===== src/design/dhis_pkg.sv =====
// Purpose: shared constants and types of the display host interface front end
// Assumes: host pins already synchronous to clk_sys
// Notes:   protocol codes equal the strap pair {proto_sel_a, proto_sel_b}
`default_nettype none
package dhis_pkg;
  localparam int unsigned BYTE_W = 8;
  localparam int unsigned CNT_W  = 4;

  // strap pair {a,b} -> protocol
  typedef enum logic [1:0] {
    PROTO_SPI = 2'h0,
    PROTO_68  = 2'h1,
    PROTO_I2C = 2'h2,
    PROTO_80  = 2'h3
  } dhis_proto_t;

  // i2c slave states, gray along idle-addr-ack-byte-ack
  typedef enum logic [2:0] {
    I2C_IDLE = 3'h0,
    I2C_ADDR = 3'h1,
    I2C_AACK = 3'h3,
    I2C_BYTE = 3'h2,
    I2C_BACK = 3'h6,
    I2C_IGN  = 3'h4
  } dhis_i2c_t;

  // host bus bit positions in serial modes
  localparam int unsigned PIN_SCLK    = 0;
  localparam int unsigned PIN_SERIAL_DIN    = 1;
  localparam int unsigned PIN_SDA_OUT = 2;

  // i2c control byte fields
  localparam int unsigned CTRL_CO_BIT = 7;
  localparam int unsigned CTRL_DC_BIT = 6;

  localparam logic [CNT_W-1:0]  BITS_PER_BYTE = 4'h8;
  localparam logic [CNT_W-1:0]  CNT_ZERO      = 4'h0;
  localparam logic [CNT_W-1:0]  CNT_ONE       = 4'h1;
  localparam logic [BYTE_W-1:0] BYTE_ZERO     = 8'h00;
  localparam logic [BYTE_W-1:0] OE_ALL        = 8'hFF;
  localparam logic [BYTE_W-1:0] OE_SDA        = 8'h04;
  // upper six slave address bits; value arbitrary
  localparam logic [5:0]        I2C_ADDR_HI   = 6'h2A;
endpackage
`default_nettype wire


===== src/design/dhis_skid_buf.sv =====
// Purpose: two-entry buffer between byte capture and the byte consumer
// Assumes: single clock, synchronous active-high reset
// Notes:   outputs are flops; in_ready falls only when both entries hold words
`default_nettype none
module dhis_skid_buf #(
  parameter int unsigned WIDTH = 9,
  parameter int unsigned DEPTH = 2
) (
  // clock and reset
  input  wire logic             clk_sys,
  input  wire logic             rst,
  // fill side
  input  wire logic             in_valid,
  output logic                  in_ready,
  input  wire logic [WIDTH-1:0] in_data,
  // drain side
  output logic                  out_valid,
  input  wire logic             out_ready,
  output logic [WIDTH-1:0]      out_data
);
  if (DEPTH != 2) begin : g_depth_chk
    $error("dhis_skid_buf supports DEPTH of two only");
  end
  if (WIDTH < 1) begin : g_width_chk
    $error("dhis_skid_buf needs WIDTH of at least one");
  end

  typedef struct packed {
    logic             head_v;
    logic [WIDTH-1:0] head;
    logic             tail_v;
    logic [WIDTH-1:0] tail;
  } dhis_buf_st_t;

  dhis_buf_st_t b_q;
  dhis_buf_st_t b_d;
  logic         pop;
  logic         push;

  assign pop       = b_q.head_v & out_ready;
  assign push      = in_valid & ~b_q.tail_v;
  assign in_ready  = ~b_q.tail_v;
  assign out_valid = b_q.head_v;
  assign out_data  = b_q.head;

  always_comb begin
    b_d = b_q;
    if (pop || !b_q.head_v) begin
      // head moves on: oldest word first keeps order
      b_d.head_v = b_q.tail_v | push;
      b_d.head   = b_q.tail_v ? b_q.tail : in_data;
      b_d.tail_v = b_q.tail_v & push;
      b_d.tail   = in_data;
    end else if (push) begin
      b_d.tail_v = 1'b1;
      b_d.tail   = in_data;
    end
  end

  always_ff @(posedge clk_sys) begin
    if (rst) begin
      b_q <= '0;
    end else begin
      b_q <= b_d;
    end
  end
endmodule
`default_nettype wire


===== src/design/dhis_host_if.sv =====
// Purpose: host interface front end: strap-selected parallel, spi or i2c byte capture
// Assumes: all pins synchronous to clk_sys and sampled on each rising edge
// Notes:   received bytes leave with a data/command flag through a two-entry buffer
`default_nettype none
module dhis_host_if (
  // clock and reset
  input  wire logic                        clk_sys,
  input  wire logic                        rst,
  // straps and chip reset
  input  wire logic                        proto_sel_a,
  input  wire logic                        proto_sel_b,
  input  wire logic                        reset_in_n,
  // host control pins
  input  wire logic                        cs_n,
  input  wire logic                        dc_sel,
  input  wire logic                        rw_wr_n,
  input  wire logic                        en_rd_n,
  // host data bus, three signals per pin
  input  wire logic [dhis_pkg::BYTE_W-1:0] host_data_bus_in,
  output logic      [dhis_pkg::BYTE_W-1:0] host_data_bus_out,
  output logic      [dhis_pkg::BYTE_W-1:0] host_data_bus_oe,
  // byte offered on parallel reads
  input  wire logic [dhis_pkg::BYTE_W-1:0] read_byte,
  // received byte stream
  output logic                             rx_valid,
  input  wire logic                        rx_ready,
  output logic      [dhis_pkg::BYTE_W-1:0] rx_byte,
  output logic                             rx_is_data,
  // status
  output logic                             init_active,
  output logic                             rx_dropped
);
  localparam int unsigned BW = dhis_pkg::BYTE_W;

  typedef struct packed {
    dhis_pkg::dhis_proto_t          mode;
    logic                           clk_prev;
    logic                           sda_prev;
    logic                           stb_prev;
    logic [BW-1:0]                  sr;
    logic [dhis_pkg::CNT_W-1:0]     bitcnt;
    dhis_pkg::dhis_i2c_t            i2c;
    logic                           expect_ctrl;
    logic                           co;
    logic                           dc_cap;
    logic                           push_v;
    logic [BW:0]                    push_w;
    logic [BW-1:0]                  dout;
    logic [BW-1:0]                  doe;
    logic                           drop;
    logic                           init;
  } dhis_st_t;

  dhis_st_t s_q;
  dhis_st_t s_d;
  logic     int_rst;
  logic     buf_ready;
  logic     buf_valid;
  logic [BW:0] buf_word;
  logic     sclk;
  logic     serial_din;
  logic     clk_rise;
  logic     clk_fall;
  logic     i2c_start;
  logic     i2c_stop;
  logic     cs_on;

  assign int_rst   = rst | ~reset_in_n;
  assign cs_on     = ~cs_n;
  assign sclk      = host_data_bus_in[dhis_pkg::PIN_SCLK];
  assign serial_din      = host_data_bus_in[dhis_pkg::PIN_SERIAL_DIN];
  assign clk_rise  = sclk & ~s_q.clk_prev;
  assign clk_fall  = ~sclk & s_q.clk_prev;
  assign i2c_start = sclk & s_q.clk_prev & s_q.sda_prev & ~serial_din;
  assign i2c_stop  = sclk & s_q.clk_prev & ~s_q.sda_prev & serial_din;

  always_comb begin
    s_d          = s_q;
    s_d.mode     = dhis_pkg::dhis_proto_t'({proto_sel_a, proto_sel_b});
    s_d.clk_prev = sclk;
    s_d.sda_prev = serial_din;
    s_d.stb_prev = (s_q.mode == dhis_pkg::PROTO_68) ? en_rd_n : rw_wr_n;
    s_d.push_v   = 1'b0;
    s_d.drop     = s_q.push_v & ~buf_ready;
    s_d.init     = 1'b0;
    s_d.doe      = dhis_pkg::BYTE_ZERO;
    s_d.dout     = dhis_pkg::BYTE_ZERO;
    if (s_q.mode != s_d.mode) begin
      // strap change restarts the capture of a byte
      s_d.bitcnt = dhis_pkg::CNT_ZERO;
      s_d.i2c    = dhis_pkg::I2C_IDLE;
    end else begin
      case (s_q.mode)
        dhis_pkg::PROTO_68: begin
          if (cs_on && rw_wr_n) begin
            s_d.doe  = en_rd_n ? dhis_pkg::BYTE_ZERO : dhis_pkg::OE_ALL;
            s_d.dout = read_byte;
          end
          // write latched on the falling edge of the enable strobe
          if (cs_on && !rw_wr_n && s_q.stb_prev && !en_rd_n) begin
            s_d.push_v = 1'b1;
            s_d.push_w = {dc_sel, host_data_bus_in};
          end
        end
        dhis_pkg::PROTO_80: begin
          if (cs_on && !en_rd_n) begin
            s_d.doe  = dhis_pkg::OE_ALL;
            s_d.dout = read_byte;
          end
          // write begun by strobe low, byte taken as the strobe returns high
          if (cs_on && rw_wr_n && !s_q.stb_prev) begin
            s_d.push_v = 1'b1;
            s_d.push_w = {dc_sel, host_data_bus_in};
          end
        end
        dhis_pkg::PROTO_SPI: begin
          if (!cs_on) begin
            s_d.bitcnt = dhis_pkg::CNT_ZERO;
          end else if (clk_rise) begin
            s_d.sr = {s_q.sr[BW-2:0], serial_din};
            if (s_q.bitcnt == dhis_pkg::BITS_PER_BYTE - dhis_pkg::CNT_ONE) begin
              s_d.bitcnt = dhis_pkg::CNT_ZERO;
              s_d.push_v = 1'b1;
              s_d.push_w = {dc_sel, s_q.sr[BW-2:0], serial_din};
            end else begin
              s_d.bitcnt = s_q.bitcnt + dhis_pkg::CNT_ONE;
            end
          end
        end
        default: begin
          // i2c, write transfers only; reads are not acknowledged
          if (s_q.i2c == dhis_pkg::I2C_AACK || s_q.i2c == dhis_pkg::I2C_BACK) begin
            s_d.doe = dhis_pkg::OE_SDA;
          end
          if (!cs_on) begin
            s_d.i2c = dhis_pkg::I2C_IDLE;
            s_d.doe = dhis_pkg::BYTE_ZERO;
          end else if (i2c_start) begin
            s_d.i2c    = dhis_pkg::I2C_ADDR;
            s_d.bitcnt = dhis_pkg::CNT_ZERO;
          end else if (i2c_stop) begin
            s_d.i2c = dhis_pkg::I2C_IDLE;
          end else begin
            if (clk_rise && (s_q.i2c == dhis_pkg::I2C_ADDR || s_q.i2c == dhis_pkg::I2C_BYTE)
                && s_q.bitcnt != dhis_pkg::BITS_PER_BYTE) begin
              s_d.sr     = {s_q.sr[BW-2:0], serial_din};
              s_d.bitcnt = s_q.bitcnt + dhis_pkg::CNT_ONE;
            end
            if (clk_fall) begin
              case (s_q.i2c)
                dhis_pkg::I2C_ADDR: begin
                  if (s_q.bitcnt == dhis_pkg::BITS_PER_BYTE) begin
                    s_d.bitcnt = dhis_pkg::CNT_ZERO;
                    if (s_q.sr == {dhis_pkg::I2C_ADDR_HI, dc_sel, 1'b0}) begin
                      s_d.i2c         = dhis_pkg::I2C_AACK;
                      s_d.doe         = dhis_pkg::OE_SDA;
                      s_d.expect_ctrl = 1'b1;
                    end else begin
                      s_d.i2c = dhis_pkg::I2C_IGN;
                    end
                  end
                end
                dhis_pkg::I2C_AACK, dhis_pkg::I2C_BACK: begin
                  s_d.i2c = dhis_pkg::I2C_BYTE;
                  s_d.doe = dhis_pkg::BYTE_ZERO;
                end
                dhis_pkg::I2C_BYTE: begin
                  if (s_q.bitcnt == dhis_pkg::BITS_PER_BYTE) begin
                    s_d.bitcnt = dhis_pkg::CNT_ZERO;
                    s_d.i2c    = dhis_pkg::I2C_BACK;
                    s_d.doe    = dhis_pkg::OE_SDA;
                    if (s_q.expect_ctrl) begin
                      // control byte: continuation and data/command bits
                      s_d.co          = s_q.sr[dhis_pkg::CTRL_CO_BIT];
                      s_d.dc_cap      = s_q.sr[dhis_pkg::CTRL_DC_BIT];
                      s_d.expect_ctrl = 1'b0;
                    end else if (buf_ready) begin
                      s_d.push_v      = 1'b1;
                      s_d.push_w      = {s_q.dc_cap, s_q.sr};
                      s_d.expect_ctrl = s_q.co;
                    end else begin
                      // no room: refuse with a nack rather than lose the byte
                      s_d.i2c = dhis_pkg::I2C_IGN;
                      s_d.doe = dhis_pkg::BYTE_ZERO;
                    end
                  end
                end
                default: begin
                  s_d.i2c = s_q.i2c;
                end
              endcase
            end
          end
        end
      endcase
    end
  end

  always_ff @(posedge clk_sys) begin
    if (int_rst) begin
      s_q      <= '0;
      s_q.init <= 1'b1;
      s_q.clk_prev <= 1'b1;
      s_q.sda_prev <= 1'b1;
      s_q.stb_prev <= 1'b1;
    end else begin
      s_q <= s_d;
    end
  end

  dhis_skid_buf #(
    .WIDTH (BW + 1),
    .DEPTH (2)
  ) u_buf (
    .clk_sys   (clk_sys),
    .rst       (int_rst),
    .in_valid  (s_q.push_v),
    .in_ready  (buf_ready),
    .in_data   (s_q.push_w),
    .out_valid (buf_valid),
    .out_ready (rx_ready),
    .out_data  (buf_word)
  );

  assign rx_valid          = buf_valid;
  assign rx_byte           = buf_word[BW-1:0];
  assign rx_is_data        = buf_word[BW];
  assign host_data_bus_out = s_q.dout;
  assign host_data_bus_oe  = s_q.doe;
  assign init_active       = s_q.init;
  assign rx_dropped        = s_q.drop;
endmodule
`default_nettype wire


===== config.mk =====
export PLATFORM = sky130hd
export DESIGN_NAME = dhis_host_if
export DESIGN_NICKNAME = d
export VERILOG_FILES = /design/src/design/dhis_pkg.sv /design/src/design/dhis_skid_buf.sv /design/src/design/dhis_host_if.sv
export SDC_FILE = /design/constraint.sdc
export NUM_CORES = 1
export LEC_CHECK = 0
export ABC_AREA = 1
export BUFFER_PORTS_ARGS = -buffer_cell sky130_fd_sc_hd__buf_2
export CAP_MARGIN = 20
export CORE_MARGIN = 3
export CORE_UTILIZATION = 52
export DETAILED_ROUTE_END_ITERATION = 6
export GPL_ROUTABILITY_DRIVEN = 0
export PLACE_DENSITY = 0.87
export RECOVER_POWER = 25
export SYNTH_ARGS = -nofsm -noshare
export SYNTH_HDL_FRONTEND = slang
export SYNTH_HIERARCHICAL = 1
export SYNTH_SLANG_ARGS = --single-unit
export TNS_END_PERCENT = 50

===== constraint.sdc =====
create_clock -name clk_sys -period 1.55 [get_ports clk_sys]
set_input_delay 0.31 -clock clk_sys [delete_from_list [all_inputs] [get_ports clk_sys]]
set_output_delay 0.31 -clock clk_sys [all_outputs]
set_load 0.01 [all_outputs]

# After elaboration in Yosys (flattened, before gate mapping)

Cells that the tools add are included.

Flip-flop bits (word level): 71
Input port bits: 26
Word-level logic and storage cells: 177
Output and inout port bits: 28

$add $sub $neg: 1
Multiplexer cells: 65
Equal/unequal tests: 29
Bitwise operators: 25
Reduce and logical (&&, ||, !) cells: 37

Operators by type and width:

| cell                                          | number |
|---|---|
| two-way mux 20 bit                            | 7 |
| two-way mux 10 bit                            | 9 |
| two-way mux 8 bit                             | 11 |
| two-way mux 12 bit                            | 7 |
| one-hot mux 8 bit (3 select lines)            | 2 |
| nonzero test 6 bit                            | 7 |
| two-way mux 13 bit                            | 3 |
| two-way mux 16 bit                            | 2 |
| one-hot mux 10 bit (3 select lines)           | 1 |
| one-hot mux 12 bit (2 select lines)           | 1 |
| != test 7 x 6 -> 1 bit, second input constant | 3 |
| two-way mux 3 bit                             | 6 |
| one-hot mux 8 bit (2 select lines)            | 1 |
| AND reduction 14 bit                          | 1 |
| inverter 1 bit                                | 12 |
| bitwise AND 1 bit                             | 11 |
| AND reduction 10 bit                          | 1 |
| two-way mux 9 bit                             | 1 |
| one-hot mux 3 bit (3 select lines)            | 1 |
| AND reduction 9 bit                           | 1 |
| equality test 8 bit                           | 1 |
| logical AND 1 bit                             | 8 |
| two-way mux 4 bit                             | 2 |
| != test 2 x 1 -> 1 bit, second input constant | 4 |
| other kinds (35)                              | 54 |

# Logic depth before layout (Yosys ltp)

Depth in word-level cells: 19
Depth in mapped cells: 14
Mapped depth without buffers: 13

# By module

Netlist, hierarchy kept.

By module, submodules not included:

| module        | instances | cells an instance | area an instance (um2) | seq. area each (um2) |
|---|---|---|---|---|
| dhis_host_if  | 1         | 441               | 2826.5                 | 900.9 |
| dhis_skid_buf | 1         | 145               | 1074.8                 | 400.4 |

# Least setup slack after synthesis

Ideal clock, no wire load.

Kind: flip-flop to flip-flop
Start point: reg s_q[49] (netlist bit)
End point: reg s_q[18] (netlist bit)
Path buffers: 1
Setup time: 113 ps
Path slack: -124 ps
Required time: 1437 ps
Data arrival time: 1561 ps
Cell stages (with the launch flop): 12
Clock period less this slack: 1674 ps
Path through: dfxtp_1 -> inv_2 -> ha_1 -> clkinv_1 -> nand2_1 -> a21oi_1 -> nand2_1 -> nor2_2 -> nand2_4 -> buf_6 -> nor2_1 -> nor2_1

Cells in the longest elaborated chain, start to end: 4
Elaborated cells between the ends (all ways): 21
Classes of those cells: 13 x eq/ne; 1 x mux; 1 x bitwise; 6 x reduce/logical

Ends and longest elaborated chain:

| what                                                   | RTL line           | text |
|---|---|---|
| start, declared                                        | dhis_host_if.sv:54 | `dhis_st_t s_q;` |
| equality test 2 x 1 -> 1 bit (tied with other cells)   | dhis_host_if.sv:93 | `case (s_q.mode)` |
| OR reduction 3 bit (no source line)                    | --                 |  |
| != test 6 bit (no source line) (tied with other cells) | --                 |  |
| AND reduction 14 bit (no source line)                  | --                 |  |

Several ways; a longest one is shown, not always the timed one.
A chain may end at the register's enable or synchronous reset.

# Final worst setup path

Start point: reg s_q[30] (netlist bit)
End point: reg s_q[23] (netlist bit)

Cells in the longest elaborated chain, start to end: 2

Ends and longest elaborated chain:

| what |
|---|
| != test 6 x 2 -> 1 bit (no source line) |
| AND reduction 14 bit (no source line) |

No other way between the ends.

==> flow_summary.json <==
{
  "drt_pre_antenna_iters": 5,
  "n_antenna_cell": 0,
  "worstPathCellList": "inv_1 > nand2_1 > o21ai_0 > nand2_1 > nand2_1 > nand2_1 > nand2_4 > nand2_4 > nor2_2 > nor2_1",
  "clock.fmax_mhz": 565,
  "crit_top_cell": "nand2_1",
  "dp.final_hpwl_um": 7090,
  "final_antenna_net_count": 0,
  "power_leakage_nw": 2.27,
  "finalClockSkew_ns": 0.0115,
  "utilization_pct": 71.4,
  "fp.dieH_um": 92.6,
  "synthDistinctLibCells": 38,
  "layout.cells.non_filler": 777,
  "worstPathArrival_ns": 2.01,
  "synth_edf_count": 0,
  "tightestPinTransition_ns": 0.576,
  "min_period_ns": 1.77,
  "crit_required_ns": 1.79,
  "cp_max_fo": 5,
  "final_nets": 709,
  "initial_core_util_pct": 55.6,
  "start_kind": "flop",
  "syn_avg_cell_area_um2": 6.66,
  "drv_cap": 0,
  "syn_to_final_growth_pct": 28.4,
  "cts_tree": "yes",
  "cts.root.buffer_cell": "clkbuf_8",
  "outcome": "finished, violations left",
  "syn-num-nets": 619,
  "drv_slew": 0,
  "ios": 54,
  "hold_viol_final": 0,
  "cts_buffers": 9,
  "antenna_found_initial": 0,
  "cts_sinks": 65,
  "place_inst": 741,
  "worst_slew_margin_rel_pct": 61.6,
  "route.vias.total": 4324,
  "async_flop_share_pct": 0,
  "ys_seq_area_share_pct": 33.4,
  "irDropWorstVdd_v": 0.000370,
  "drt-initial-drc-count": 505,
  "cts_buffer_depth": 2,
  "grtUsageTotal_pct": 25.2,
  "htreeDepth": 3,
  "crit_slowest_cell": "dfxtp_1",
  "worst_slack_ns": -0.219,
  "synth_ff_type": "dfxtp_1",
  "via_per_inst": 5.56,
  "synth_area_um2": 3900,
  "finalSetupViolCount": 29,
  "postSynthCellCount": 586,
  "holdCritPathClass": "primary input to flop",
  "grt_max_degree": 28,
  "path_clk_slew_ns": 0.07,
  "crit_type": "flop to flop",
  "wl_per_cell_um": 15.7,
  "grt_pass1_wl_um": 17400,
  "coreArea_um2": 7020,
  "drive_gt1_share_pct": 34.2,
  "cts_hold_buffers": 0,
  "ys_seq_elements": 65,
  "end_kind": "flop",
  "clock_latency_ns": 0.35,
  "num-fill-cells": 521,
  "cp_top_family": "simple AND/OR/NAND/NOR gates",
  "portBuffers": 53,
  "grt_pass1_vias": 3818,
  "die_w_um": 92.6,
  "drc": 0,
  "crit_buf_inv": 1,
  "period_share_pct": 114,
  "grt_setup_unrepaired": "yes",
  "cpPeakStageDelay_ns": 0.35,
  "totalWireLength_um": 12200,
  "dieArea_um2": 8580,
  "grt-ovfl-total": 0,
  "powerDensity_nw_per_um2": 751,
  "violations": "setup timing",
  "rows": 30,
  "ys_warn_count": 6
}
tightest hold or removal path: stages:
cell and delay (ns):
buf_2 0.09, nand2_1 0.05, nor2_1 0.03
cells in the mapped netlist, types with 2 or more instances:
cell	count	share of area, %
a21oi_1	23	3.0
a21oi_2	9	2.0
buf_12	2	1.0
buf_2	4	0.51
buf_4	26	5.0
buf_6	3	0.87
dfxtp_1	65	33
ha_1	7	2.2
inv_1	50	4.8
inv_2	13	1.3
nand2_1	165	16
nand2_2	10	1.6
nand2_4	5	1.4
nand3_1	25	3.2
nand3_2	3	0.77
nand4_1	17	2.7
nor2_1	92	8.9
nor2_2	7	1.1
nor2_4	3	0.87
nor3_1	9	1.2
o211ai_1	2	0.38
o21ai_0	22	2.8
o21ai_1	9	1.2
cell families after synthesis:
family	Yosys count	synth area share, %
buf+inv	102	14.1
xor+xnor	2	0.449
simple gates	342	39.6
compound gates	68	10.2
fa+ha+maj	7	2.24
flops	65	33.4
placed cells by master, fill, tap and decap left out, types with 17 or more instances in the layout:
| cell | n |
|---|---|
| o21ai_0 | 17 |
| nand2_2 | 20 |
| inv_1 | 46 |
| nand2_1 | 149 |
| buf_4 | 49 |
| dfxtp_1 | 61 |
| nand3_1 | 23 |
| a21oi_1 | 21 |
| buf_2 | 45 |
| nor2_1 | 78 |
| nand4_1 | 17 |
flip-flops by register name, summed over array words and instances (netlist names):
signal and flops:
rx_dropped 1, host_data_bus_oe 2, init_active 1, s_q 33, u_buf/out_data 9, u_buf/out_valid 1
u_buf/b_q 10, host_data_bus_out 8
final cells by class:
class                      count  area (um2)  area share, %
sequential                    65        1310           26.2
inverter                      64         253           5.04
multi-input combinational    424        2370           47.3
tap                           96         120           2.40
clock inverter                 7        93.8           1.87
clock buffer                   9         124           2.47
timing repair buffer         112         739           14.8
repair_timing:
item                                    CTS  global route
endpoints found under the setup margin   26            32
setup buffers                             6             9
gates resized for setup                  48            40
pin swaps                                16            29
cloned                                    5             0
metrics by stage:
stage | hold WS [ns] | instance area, um2 | TNS, ns | total power [mW] | setup slack [ns]
global route | 0.192 | 5010 | -5.77 | 3.87 | -0.250
detailed placement | 0.477 | 4340 | -2.46 | 2.06 | -0.162
finish | 0.188 | 5010 | -3.22 | 3.76 | -0.219
CTS | 0.185 | 4830 | -0.000478 | 3.69 | -0.000478
floorplan | 0.404 | 3910 | 0 | 1.91 | 0.0174
global placement | 0.471 | 4340 | -1.44 | 2.06 | -0.122
power breakdown:
group,internal (mW),switching [mW],total [mW]
clock network,0.905,0.713,1.62
registers,1.68,0.0104,1.69
logic,0.175,0.281,0.455
metal layers:
metal,track usage [%],vias to the layer above,share of wire (%)
li1,-,2018,-
met1,30.0,1939,39
met2,42.6,281,45
met3,6.66,86,9.2
met4,10.9,0,6.5
met5,0,-,0
worst paths after layout:
check / start / slack, ns / cells after the start / end
setup reg to reg: s_q[30]$_SDFFE_PP0P_ / -0.22 / 10 / s_q[23]$_SDFFE_PP0P_
hold reg to reg: s_q[44]$_SDFFE_PP0P_ / 0.48 / 2 / s_q[44]$_SDFFE_PP0P_
hold / removal: read_byte[7] / 0.19 / 3 / host_data_bus_out[7]$_SDFF_PP0_
setup / recovery: s_q[30]$_SDFFE_PP0P_ / -0.22 / 10 / s_q[23]$_SDFFE_PP0P_
Power figures use the tool's default switching activity.
